$ cat config.mk
export PLATFORM = sky130hd
export DESIGN_NAME = flash_table_access
export DESIGN_NICKNAME = d
export VERILOG_FILES = /design/src/fta_pkg.sv /design/src/flash_table_access.sv
export VERILOG_INCLUDE_DIRS = /design/src
export SDC_FILE = /design/constraint.sdc
export NUM_CORES = 1
export LEC_CHECK = 0
export BUFFER_PORTS_ARGS = -buffer_cell sky130_fd_sc_hd__buf_2
export CAP_MARGIN = 10
export CORE_AREA = 5 5 149 151
export DETAILED_ROUTE_END_ITERATION = 6
export DIE_AREA = 0 0 154 156
export HOLD_SLACK_MARGIN = 0.06
export PLACE_DENSITY = 0.6
export SYNTH_ARGS = -nofsm -noshare
export SYNTH_HDL_FRONTEND = slang
export SYNTH_SLANG_ARGS = --single-unit
export TNS_END_PERCENT = 30
$ cat constraint.sdc
create_clock -name ref_clk -period 3 [get_ports ref_clk]
set_clock_uncertainty 0.2 [all_clocks]
set_input_delay 0.6 -clock ref_clk [delete_from_list [all_inputs] [get_ports ref_clk]]
set_output_delay 0.6 -clock ref_clk [all_outputs]
set_load 0.005 [all_outputs]
$ cat src/fta_defs.svh
// constants of the flash table access unit: offsets, bit positions, reset values
// assumes inclusion from the package, the design file and the testbench
`ifndef FTA_DEFS_SVH
`define FTA_DEFS_SVH
// apb byte offsets, one aligned word each
`define FTA_OFF_LATCH 12'h000
`define FTA_OFF_PTRU 12'h004
`define FTA_OFF_PTRH 12'h008
`define FTA_OFF_PTRL 12'h00C
`define FTA_OFF_CTRL 12'h010
`define FTA_OFF_ISTAT 12'h014
`define FTA_OFF_IMASK 12'h018
// control register bit positions
`define FTA_CTL_FETCH 0
`define FTA_CTL_START 1
`define FTA_CTL_WREN 2
`define FTA_CTL_ERR 3
`define FTA_CTL_ERASE 4
`define FTA_CTL_CFGS 6
`define FTA_CTL_PGM 7
// interrupt status bit positions
`define FTA_IRQ_DONE 0
`define FTA_IRQ_ERR 1
`define FTA_IRQ_FETCH 2
// reset values
`define FTA_RST_BYTE 8'h00
`define FTA_RST_PTR 22'h00_0000
`define FTA_RST_IRQ 3'h0
// pointer slices: block alignment widths
`define FTA_WBLK_LSB 3
`define FTA_EBLK_LSB 6
`endif

$ cat src/fta_pkg.sv
// types of the flash table access unit
// assumes fta_defs.svh is on the include path
package fta_pkg;
  `include "fta_defs.svh"
  // pointer update variants of a table instruction
  typedef enum logic [1:0] {
    FTA_PTR_KEEP,
    FTA_PTR_POSTINC,
    FTA_PTR_POSTDEC,
    FTA_PTR_PREINC
  } fta_ptr_mode_t;
  // unit sequencing
  typedef enum logic [1:0] {
    FTA_IDLE,
    FTA_FETCH,
    FTA_LONG
  } fta_state_t;
endpackage

$ cat src/flash_table_access.sv
// table access unit between the core's table instructions and program flash
// assumes one clock, an apb master, a flash word read port with one-cycle
// latency and an external programming timer that answers with progDone
`timescale 1ns/1ps
`include "fta_defs.svh"
module flash_table_access import fta_pkg::*; #(
  parameter int ADDR_W = 12
) (
  input wire logic ref_clk,
  input wire logic resetn,
  // apb slave
  input wire logic psel,
  input wire logic penable,
  input wire logic pwrite,
  input wire logic [ADDR_W-1:0] paddr,
  input wire logic [31:0] pwdata,
  output logic [31:0] prdata,
  output logic pready,
  output logic pslverr,
  // core table instruction port
  input wire logic instrValid,
  input wire logic instrStore,
  input wire logic [1:0] instrMode,
  output logic instrReady,
  output logic coreStall,
  // flash word read port
  output logic [21:0] flashAddr,
  output logic flashRead,
  input wire logic [15:0] flashWord,
  // programming timer side
  output logic progStart,
  output logic progErase,
  output logic progPgm,
  output logic progCfg,
  output logic [21:0] progAddr,
  output logic [63:0] progData,
  input wire logic progDone,
  input wire logic progAbort,
  output logic irq
);
  if (ADDR_W < 5) begin : g_bad_addr
    $error("ADDR_W too narrow for the register map");
  end

  fta_state_t state, next_state;
  logic [7:0] latch, next_latch;
  logic [21:0] ptr, next_ptr;
  logic [7:0] ctrl, next_ctrl;
  logic [2:0] istat, next_istat;
  logic [2:0] imask, next_imask;
  logic [7:0] hold [8];
  logic [7:0] next_hold [8];
  logic [21:0] next_flashAddr;
  logic next_flashRead;
  logic next_progStart, next_progErase, next_progPgm, next_progCfg;
  logic [21:0] next_progAddr;
  logic [31:0] next_prdata;
  logic wrAcc, rdAcc, hit;
  logic [21:0] ptrInc, ptrDec, effAddr;
  logic [2:0] evt;

  // zero wait states; decode error for unmapped words
  assign pready = 1'b1;
  assign wrAcc = psel & penable & pwrite;
  assign rdAcc = psel & ~penable & ~pwrite;
  always_comb begin
    case (paddr)
      `FTA_OFF_LATCH, `FTA_OFF_PTRU, `FTA_OFF_PTRH, `FTA_OFF_PTRL,
      `FTA_OFF_CTRL, `FTA_OFF_ISTAT, `FTA_OFF_IMASK: hit = 1'b1;
      default: hit = 1'b0;
    endcase
  end
  assign pslverr = psel & penable & ~hit;

  // increments wrap inside the low 21 bits so the id space stays selected
  assign ptrInc = {ptr[21], ptr[20:0] + 21'h0_0001};
  assign ptrDec = {ptr[21], ptr[20:0] - 21'h0_0001};
  assign effAddr = (fta_ptr_mode_t'(instrMode) == FTA_PTR_PREINC) ? ptrInc : ptr;
  assign instrReady = (state == FTA_IDLE);
  assign coreStall = (state == FTA_LONG);
  assign irq = |(istat & imask);
  always_comb begin
    for (int i = 0; i < 8; i++) begin
      progData[i*8 +: 8] = hold[i];
    end
  end

  // next state of the whole unit
  always_comb begin
    next_state = state;
    next_latch = latch;
    next_ptr = ptr;
    next_ctrl = ctrl;
    next_istat = istat;
    next_imask = imask;
    next_hold = hold;
    next_flashAddr = flashAddr;
    next_flashRead = 1'b0;
    next_progStart = 1'b0;
    next_progErase = progErase;
    next_progPgm = progPgm;
    next_progCfg = progCfg;
    next_progAddr = progAddr;
    next_prdata = 32'h0000_0000;
    evt = 3'h0;
    // register writes; software may set start and fetch but never clear them
    if (wrAcc) begin
      case (paddr)
        `FTA_OFF_LATCH: next_latch = pwdata[7:0];
        `FTA_OFF_PTRU: next_ptr[21:16] = pwdata[5:0];
        `FTA_OFF_PTRH: next_ptr[15:8] = pwdata[7:0];
        `FTA_OFF_PTRL: next_ptr[7:0] = pwdata[7:0];
        `FTA_OFF_CTRL: begin
          next_ctrl[`FTA_CTL_PGM] = pwdata[`FTA_CTL_PGM];
          next_ctrl[`FTA_CTL_CFGS] = pwdata[`FTA_CTL_CFGS];
          next_ctrl[`FTA_CTL_ERASE] = pwdata[`FTA_CTL_ERASE];
          next_ctrl[`FTA_CTL_ERR] = pwdata[`FTA_CTL_ERR];
          next_ctrl[`FTA_CTL_WREN] = pwdata[`FTA_CTL_WREN];
          // start is ignored unless writes are enabled and the unit is idle
          if (pwdata[`FTA_CTL_START] && pwdata[`FTA_CTL_WREN] && state == FTA_IDLE) begin
            next_ctrl[`FTA_CTL_START] = 1'b1;
            next_state = FTA_LONG;
            next_progStart = 1'b1;
            next_progErase = pwdata[`FTA_CTL_ERASE];
            next_progPgm = pwdata[`FTA_CTL_PGM];
            next_progCfg = pwdata[`FTA_CTL_CFGS];
            // block base from the pointer; low offset bits are ignored
            if (pwdata[`FTA_CTL_ERASE]) begin
              next_progAddr = {ptr[21:`FTA_EBLK_LSB], 6'h00};
            end else begin
              next_progAddr = {ptr[21:`FTA_WBLK_LSB], 3'h0};
            end
          end else if (pwdata[`FTA_CTL_FETCH] && state == FTA_IDLE) begin
            next_ctrl[`FTA_CTL_FETCH] = 1'b1;
            next_flashAddr = ptr;
            next_flashRead = 1'b1;
            next_state = FTA_FETCH;
          end
        end
        `FTA_OFF_ISTAT: next_istat = istat & ~pwdata[2:0];
        `FTA_OFF_IMASK: next_imask = pwdata[2:0];
        default: ;
      endcase
    end
    // table instructions; they win over a register write in the same cycle unless that write launches a start or a fetch
    if (instrValid && state == FTA_IDLE && next_state == FTA_IDLE) begin
      case (fta_ptr_mode_t'(instrMode))
        FTA_PTR_KEEP: next_ptr = ptr;
        FTA_PTR_POSTINC: next_ptr = ptrInc;
        FTA_PTR_POSTDEC: next_ptr = ptrDec;
        FTA_PTR_PREINC: next_ptr = ptrInc;
        default: next_ptr = ptr;
      endcase
      if (instrStore) begin
        // short write: holding register only, flash untouched
        next_hold[effAddr[2:0]] = latch;
      end else begin
        next_flashAddr = effAddr;
        next_flashRead = 1'b1;
        next_state = FTA_FETCH;
      end
    end
    case (state)
      FTA_FETCH: begin
        // the addressed word is back; bit 0 picks its byte
        next_latch = flashAddr[0] ? flashWord[15:8] : flashWord[7:0];
        next_ctrl[`FTA_CTL_FETCH] = 1'b0;
        next_state = FTA_IDLE;
        evt[`FTA_IRQ_FETCH] = 1'b1;
      end
      FTA_LONG: begin
        if (progAbort) begin
          next_ctrl[`FTA_CTL_ERR] = 1'b1;
          next_ctrl[`FTA_CTL_START] = 1'b0;
          next_state = FTA_IDLE;
          evt[`FTA_IRQ_ERR] = 1'b1;
        end else if (progDone) begin
          next_ctrl[`FTA_CTL_START] = 1'b0;
          if (progErase) begin
            next_ctrl[`FTA_CTL_ERASE] = 1'b0;
          end
          next_state = FTA_IDLE;
          evt[`FTA_IRQ_DONE] = 1'b1;
        end
      end
      FTA_IDLE: ;
      default: next_state = FTA_IDLE;
    endcase
    // sticky events: a set in the clearing cycle wins
    next_istat = next_istat | evt;
    // read data taken in the setup cycle, presented in the access cycle
    if (rdAcc) begin
      case (paddr)
        `FTA_OFF_LATCH: next_prdata = {24'h00_0000, latch};
        `FTA_OFF_PTRU: next_prdata = {26'h000_0000, ptr[21:16]};
        `FTA_OFF_PTRH: next_prdata = {24'h00_0000, ptr[15:8]};
        `FTA_OFF_PTRL: next_prdata = {24'h00_0000, ptr[7:0]};
        `FTA_OFF_CTRL: next_prdata = {24'h00_0000, ctrl[7:6], 1'b0, ctrl[4:0]};
        `FTA_OFF_ISTAT: next_prdata = {29'h0000_0000, istat};
        `FTA_OFF_IMASK: next_prdata = {29'h0000_0000, imask};
        default: next_prdata = 32'h0000_0000;
      endcase
    end
  end

  // registers only; holding contents are cleared too, flash retains its own copy
  always_ff @(posedge ref_clk or negedge resetn) begin
    if (!resetn) begin
      state <= FTA_IDLE;
      latch <= `FTA_RST_BYTE;
      ptr <= `FTA_RST_PTR;
      ctrl <= `FTA_RST_BYTE;
      istat <= `FTA_RST_IRQ;
      imask <= `FTA_RST_IRQ;
      for (int i = 0; i < 8; i++) begin
        hold[i] <= `FTA_RST_BYTE;
      end
      flashAddr <= `FTA_RST_PTR;
      flashRead <= 1'b0;
      progStart <= 1'b0;
      progErase <= 1'b0;
      progPgm <= 1'b0;
      progCfg <= 1'b0;
      progAddr <= `FTA_RST_PTR;
      prdata <= 32'h0000_0000;
    end else begin
      state <= next_state;
      latch <= next_latch;
      ptr <= next_ptr;
      ctrl <= next_ctrl;
      istat <= next_istat;
      imask <= next_imask;
      hold <= next_hold;
      flashAddr <= next_flashAddr;
      flashRead <= next_flashRead;
      progStart <= next_progStart;
      progErase <= next_progErase;
      progPgm <= next_progPgm;
      progCfg <= next_progCfg;
      progAddr <= next_progAddr;
      prdata <= next_prdata;
    end
  end
endmodule

Word level (Yosys, flattened, before mapping)
Index checks and enable logic that the tools add are counted.

Word-level logic and storage cells: 153. Bits in registers: 190.

Equality and inequality tests: 15. Reductions and logical operators: 31. Magnitude comparators: 2. Bitwise operators: 13. Mux-type cells: 63. Add/sub/neg operators: 2.

Operators by type and width (number): $mux 22 (8); $bwmux 64 (1); $mux 8 (8); $pmux 8 s7 (1); $pmux 21 s2 (1); $eq 12x5->1 const B (3); $mux 1 (25); $demux 8 s3 (1); $eq 12x4->1 const B (2); $add 21x1->21 const B (1); $mux 21 (1); $sub 21x1->21 const B (1); $mux 2 (10); $reduce_bool 2->1 (8); $eq 12x3->1 const B (1); $logic_not 12->1 (1); $mux 6 (2); $reduce_and 3->1 (4); $mux 5 (2); $reduce_and 2->1 (4); $reduce_or 7->1 (1); $and 3x3->3 (2); $eq 2x2->1 const B (3); $logic_and 1x1->1 (6); 17 further kinds (29).

Logic depth before layout (Yosys ltp)
Depth after elaboration: 12. Gate-level depth with buffers: 10. Gate-level depth less buffers: 8.

Least setup slack after synthesis
Ideal clock, no wire load.

Kind: input to register. Start: in paddr[9]. End: reg progAddr[14]. Stages: 10. Data required time: 2735 ps. Arrival time: 2464 ps. Setup slack: 271 ps. Buffers on the path: 3. Setup time: 65 ps. Cell sequence: nor4_1 > nand4_1 > or2_1 > buf_2 > or4_1 > buf_2 > clkinv_2 > buf_4 > nand2_1 > nand2_1.

Word-level cells in the longest chain between the ends: 2.

RTL lines: start, declared (RTL line flash_table_access.sv:15) `input wire logic [ADDR_W-1:0] paddr,`; $eq 12x5->1 (RTL line flash_table_access.sv:108) `case (paddr)`; $reduce_and 3->1 (no source line); end signal, assigned (RTL line flash_table_access.sv:224) `` progAddr <= `FTA_RST_PTR; ``; end signal, assigned (RTL line flash_table_access.sv:240) `progAddr <= next_progAddr;`; end, declared (RTL line flash_table_access.sv:35) `output logic [21:0] progAddr,`.

No other way between the ends. A chain may end at the register's enable or synchronous reset.

Worst setup path after layout
Start: in paddr[9]. End: out pslverr.

Word-level cells in the longest chain between the ends: 5.

RTL lines: $eq 12x5->1, or another cell as far along (RTL line flash_table_access.sv:67) `case (paddr)`; $reduce_or 7->1 * (RTL line flash_table_access.sv:67); $mux 1 * (RTL line flash_table_access.sv:67); $not 1->1 * (RTL line flash_table_access.sv:73) `assign pslverr = psel & penable & ~hit;`; $and 1x1->1 * (RTL line flash_table_access.sv:73); end, declared (RTL line flash_table_access.sv:19) `output logic pslverr,`.

Every way passes the cells marked *; elsewhere a longest branch is shown, timed or not.

==> run summary <==
The switching power of the nets is ~0.0023 W. The first routing iteration left 677 violations. Relative to the synthesized area, the layout overhead comes to 23.74%. The portion of total power attributed to combinational logic is 23.5%. The number of rows in the core area came out at 53. After synthesis, the largest area contributor takes up approximately half of total cell area. The share of the yosys chip area belonging to registers came out at 49.92%. The critical path in this run is classified as in -> out. The clock power share is between 30 and 40%. The tightest hold path in the finished design has a slack of 0.2638 ns. The number of setup violations in the final report came out at 0. Overall power consumption after layout is estimated at around 0.0074 W. The run finished with clean final reports.

The buffer cell driving the clock tree root is clkbuf_16. The count of endpoints failing hold in the final timing report came out at 0. The final cycle utilization of the critical path came out at 91.14%.

The number of design rule violations left after detail routing is 0. The leakage power is just under 5 nW. The synthesis-stage register bit count came out at 163. In this run, placement finished with an instance count of 1256. The wire length per cell after detailed routing came out at ~20 um. In this run the count of I/O pins placed on the die edge is 221. Routability-driven placement finished with a final weighted congestion of 0.9380. The synthesized netlist occupies a cell area of around 8200 sq um. The utilization of the core after routing is 48.86%.

The instance count of the mapped netlist is 824. The biggest area contributor in the post-synthesis netlist is dfrtp_1. Counting flops with a built-in enable in the synthesized netlist gives 0.

The pin slew with the least headroom to its limit is 0.9640 ns. Broken down by cell family, the worst path's largest delay share belongs to simple AND/OR/NAND/NOR gates. The critical path's largest stage delay came out at 0.43 ns. The later pin in the worst-skew pair is clocked with a latency of 0.44 ns. The number of antenna violations at the first check in global routing came out at 0. The core footprint is 20690 sq um. The fraction of layout instances using a drive strength above 1 came out at around a third.

The first global-routing pass estimated 39700 um of wire. The number of nets at the end of the flow is 1074. After the flow finishes, the layout carries non-filler instances totaling 1289.

The number of global-route vias before repair came out at 6936. The most used flip-flop cell after synthesis is dfrtp_1. The design area came out at 10110 sq um. The HPWL after detailed placement came out at around 19000 um. The area of the die came out at ~24000 sq um. The Yosys step of the flow raised 0 warnings. The max-slew headroom at the worst pin came out at 35.73%. The H-tree was split into 4 levels. Max-cap violations in this run came to 0.

The overall global routing resource usage came out at approximately a fifth. The power density over the cells is 730.8 nW/um^2. The total number of vias came out at 7027.

Once the floorplan was initialized, standard cells occupied 39.49% of the core. Entering global routing, the biggest net connects 75 pins. The fmax is 365.7 MHz.

The post-synthesis area per instance came out at ~9.9 sq um. The total buffers and inverters traversed by the critical path is 3. Once placement finished, the instance area stood at 9462 sq um.

Across all register-to-register paths, the minimum setup slack is 0.31 ns. On the critical path, the stage with the largest delay is an instance of nor4_1. The die width came out at 154 um. Along the worst path, the maximum fanout reaches 6. The number of nets still failing antenna checks after routing is 0. The total clock buffers created by CTS is 17. The min-delay analysis places its worst path in the category in -> reg. The total number of clock tree sinks is 163. The aggregate routed wire length is 25580 um. After synthesis, the share of flip-flops with an asynchronous set or reset is 100.0%. In this design, the critical path's most frequently occurring cell is buf_2.

The buffer count from post-CTS setup fixing is 0. The maximum number of buffers from clock root to sink is 2. Data on the critical path is required at its endpoint by approximately 2.2 ns.

By area the synthesized netlist is led by dfrtp_1 (50%), mux2_2 (10%), nand2_1 (5.4%), a21oi_1 (3.1%), buf_4 (2.7%). The internal portion of the total power is 0.005052 W. The number of input and output port buffers inserted came out at approximately 170. The sort of element at the end of the critical path is an output pin. The nature of the critical path startpoint is an input pin. The diode insertion count for antenna repair is 0. The per-cell via count in the routed design came out at 5.452. The sequential power share came out at between 40% and 50%. The arrival time of the worst setup path is 1.93 ns. The number of distinct library cells after synthesis is 61. Setup repair after global routing left no endpoint under its margin.

The switching share of power is roughly a third. The remaining global-route overflow came out at 0. The worst IR drop on VDD is 466.6 uV. The signal on the critical path passes through buf_2, nor4_1, and3_1, buf_4, a21oi_1, buf_2.

The final critical path time including I/O delays and setup is 2.734 ns. The number of slew-limit violations in the final report came out at 0. TritonCTS built the clock tree. The die is 156 um tall. The first-pass iteration count of the detailed router came out at 6. After clock tree synthesis, the clock-pin slew on the worst setup and hold paths is 0.07 ns.
## registers in the layout, indices dropped and copies added, names as in the netlist, 2 cells and up
register	cells
progAddr	19
latch	8
state	2
imask	3
ptr	22
progData	64
istat	3
prdata	8
ctrl	7
flashAddr	22
## logic make-up after synthesis
family,after synthesis,synth area share (%)
other cells,2,0.09192
mux,87,11.79
simple gates,279,15.90
buf+inv,97,6.110
xor+xnor,3,0.3217
fa+ha+maj,2,0.3062
compound gates,191,15.56
flops,163,49.92
## what timing repair did
action | CTS | global route
hold buffers | 1 | 0
hold endpoints to repair | 70 | 0
resized for setup | 0 | 0
## cell usage after synthesis, types with 10 or more instances
master,number
a21oi_1,51
nor2_1,58
mux2_2,74
a211oi_1,10
buf_2,14
nand2_1,117
nand3_1,24
o21ai_0,37
o22ai_1,14
dfrtp_1,163
buf_4,29
nor3_1,16
mux2i_1,13
a31oi_1,15
clkbuf_1,39
and3_1,15
## per-stage QoR
stage            TNS, ns  setup slack, ns
3_5_place_dp    -0.05513         -0.03107
4_1_cts                0           0.2523
5_1_grt                0           0.1364
2_1_floorplan          0           0.2715
6_report               0           0.2658
3_3_place_gp   -0.006208        -0.004965
## routing by layer
metal  share of wire [%]  GRT usage (%)  vias up
met5                   0              0        -
met3                 6.1          3.717       38
met1                  45          29.54     3429
li1                    -              -     3286
met4                 1.6          5.761        0
met2                  47          33.74      274
## worst paths after layout
kind / start / endpoint / depth (start not counted)
min reg2reg: progPgm / progPgm / 2
min: progDone / state[1] / 4
max: paddr[9] / pslverr / 6
min in group asynchronous: resetn / progData[17] / 2
max in group asynchronous: resetn / flashAddr[13] / 3
max reg2reg: ptr[0] / ptr[20] / 8
## area by class of cell
| cell class | count | area, sq um |
|---|---|---|
| fillers | 1994 | 10580 |
| flip-flops and latches | 163 | 4079 |
| multi-input cells | 590 | 3695 |
| repair buffers | 221 | 1323 |
| clock buffers | 17 | 425.4 |
| well taps | 275 | 344.1 |
| clock inverters | 15 | 212.7 |
| inverters | 8 | 31.28 |
## cell usage in the layout, fill, tap and decap left out, types with 7 or more instances in the layout
cell type,netlist,layout
nand2_1,117,117
nand4_1,9,9
buf_2,14,167
buf_4,29,46
nor2_1,58,58
and3_1,15,15
a31oi_1,15,15
o22ai_1,14,14
a22oi_1,8,8
mux2_2,74,74
nand2b_1,7,7
inv_1,7,7
clkbuf_16,0,17
nor3_1,16,16
or3_1,7,7
a211oi_1,10,9
mux2i_1,13,13
dfrtp_1,163,163
a222oi_1,9,9
conb_1,2,28
nand3_1,24,24
o21ai_0,37,37
a21oi_1,51,51
## worst min-delay path, delay by kind of cell
family                 cells  cell delay [ns]
and+or+nand+nor            2             0.11
buffers and inverters      1             0.08
AOI/OAI and AO/OA          1             0.06
## power groups by stage
stage                     Sequential, W  Combinational (W)  Clock [W]
final                           0.00324            0.00174    0.00241
after CTS                       0.00325            0.00176    0.00244
after floorplan                 0.00306            0.00103          0
after detailed placement        0.00329            0.00175          0
after global placement          0.00327            0.00173          0
after global routing            0.00333            0.00192    0.00254
Power figures use the tool's default switching activity.
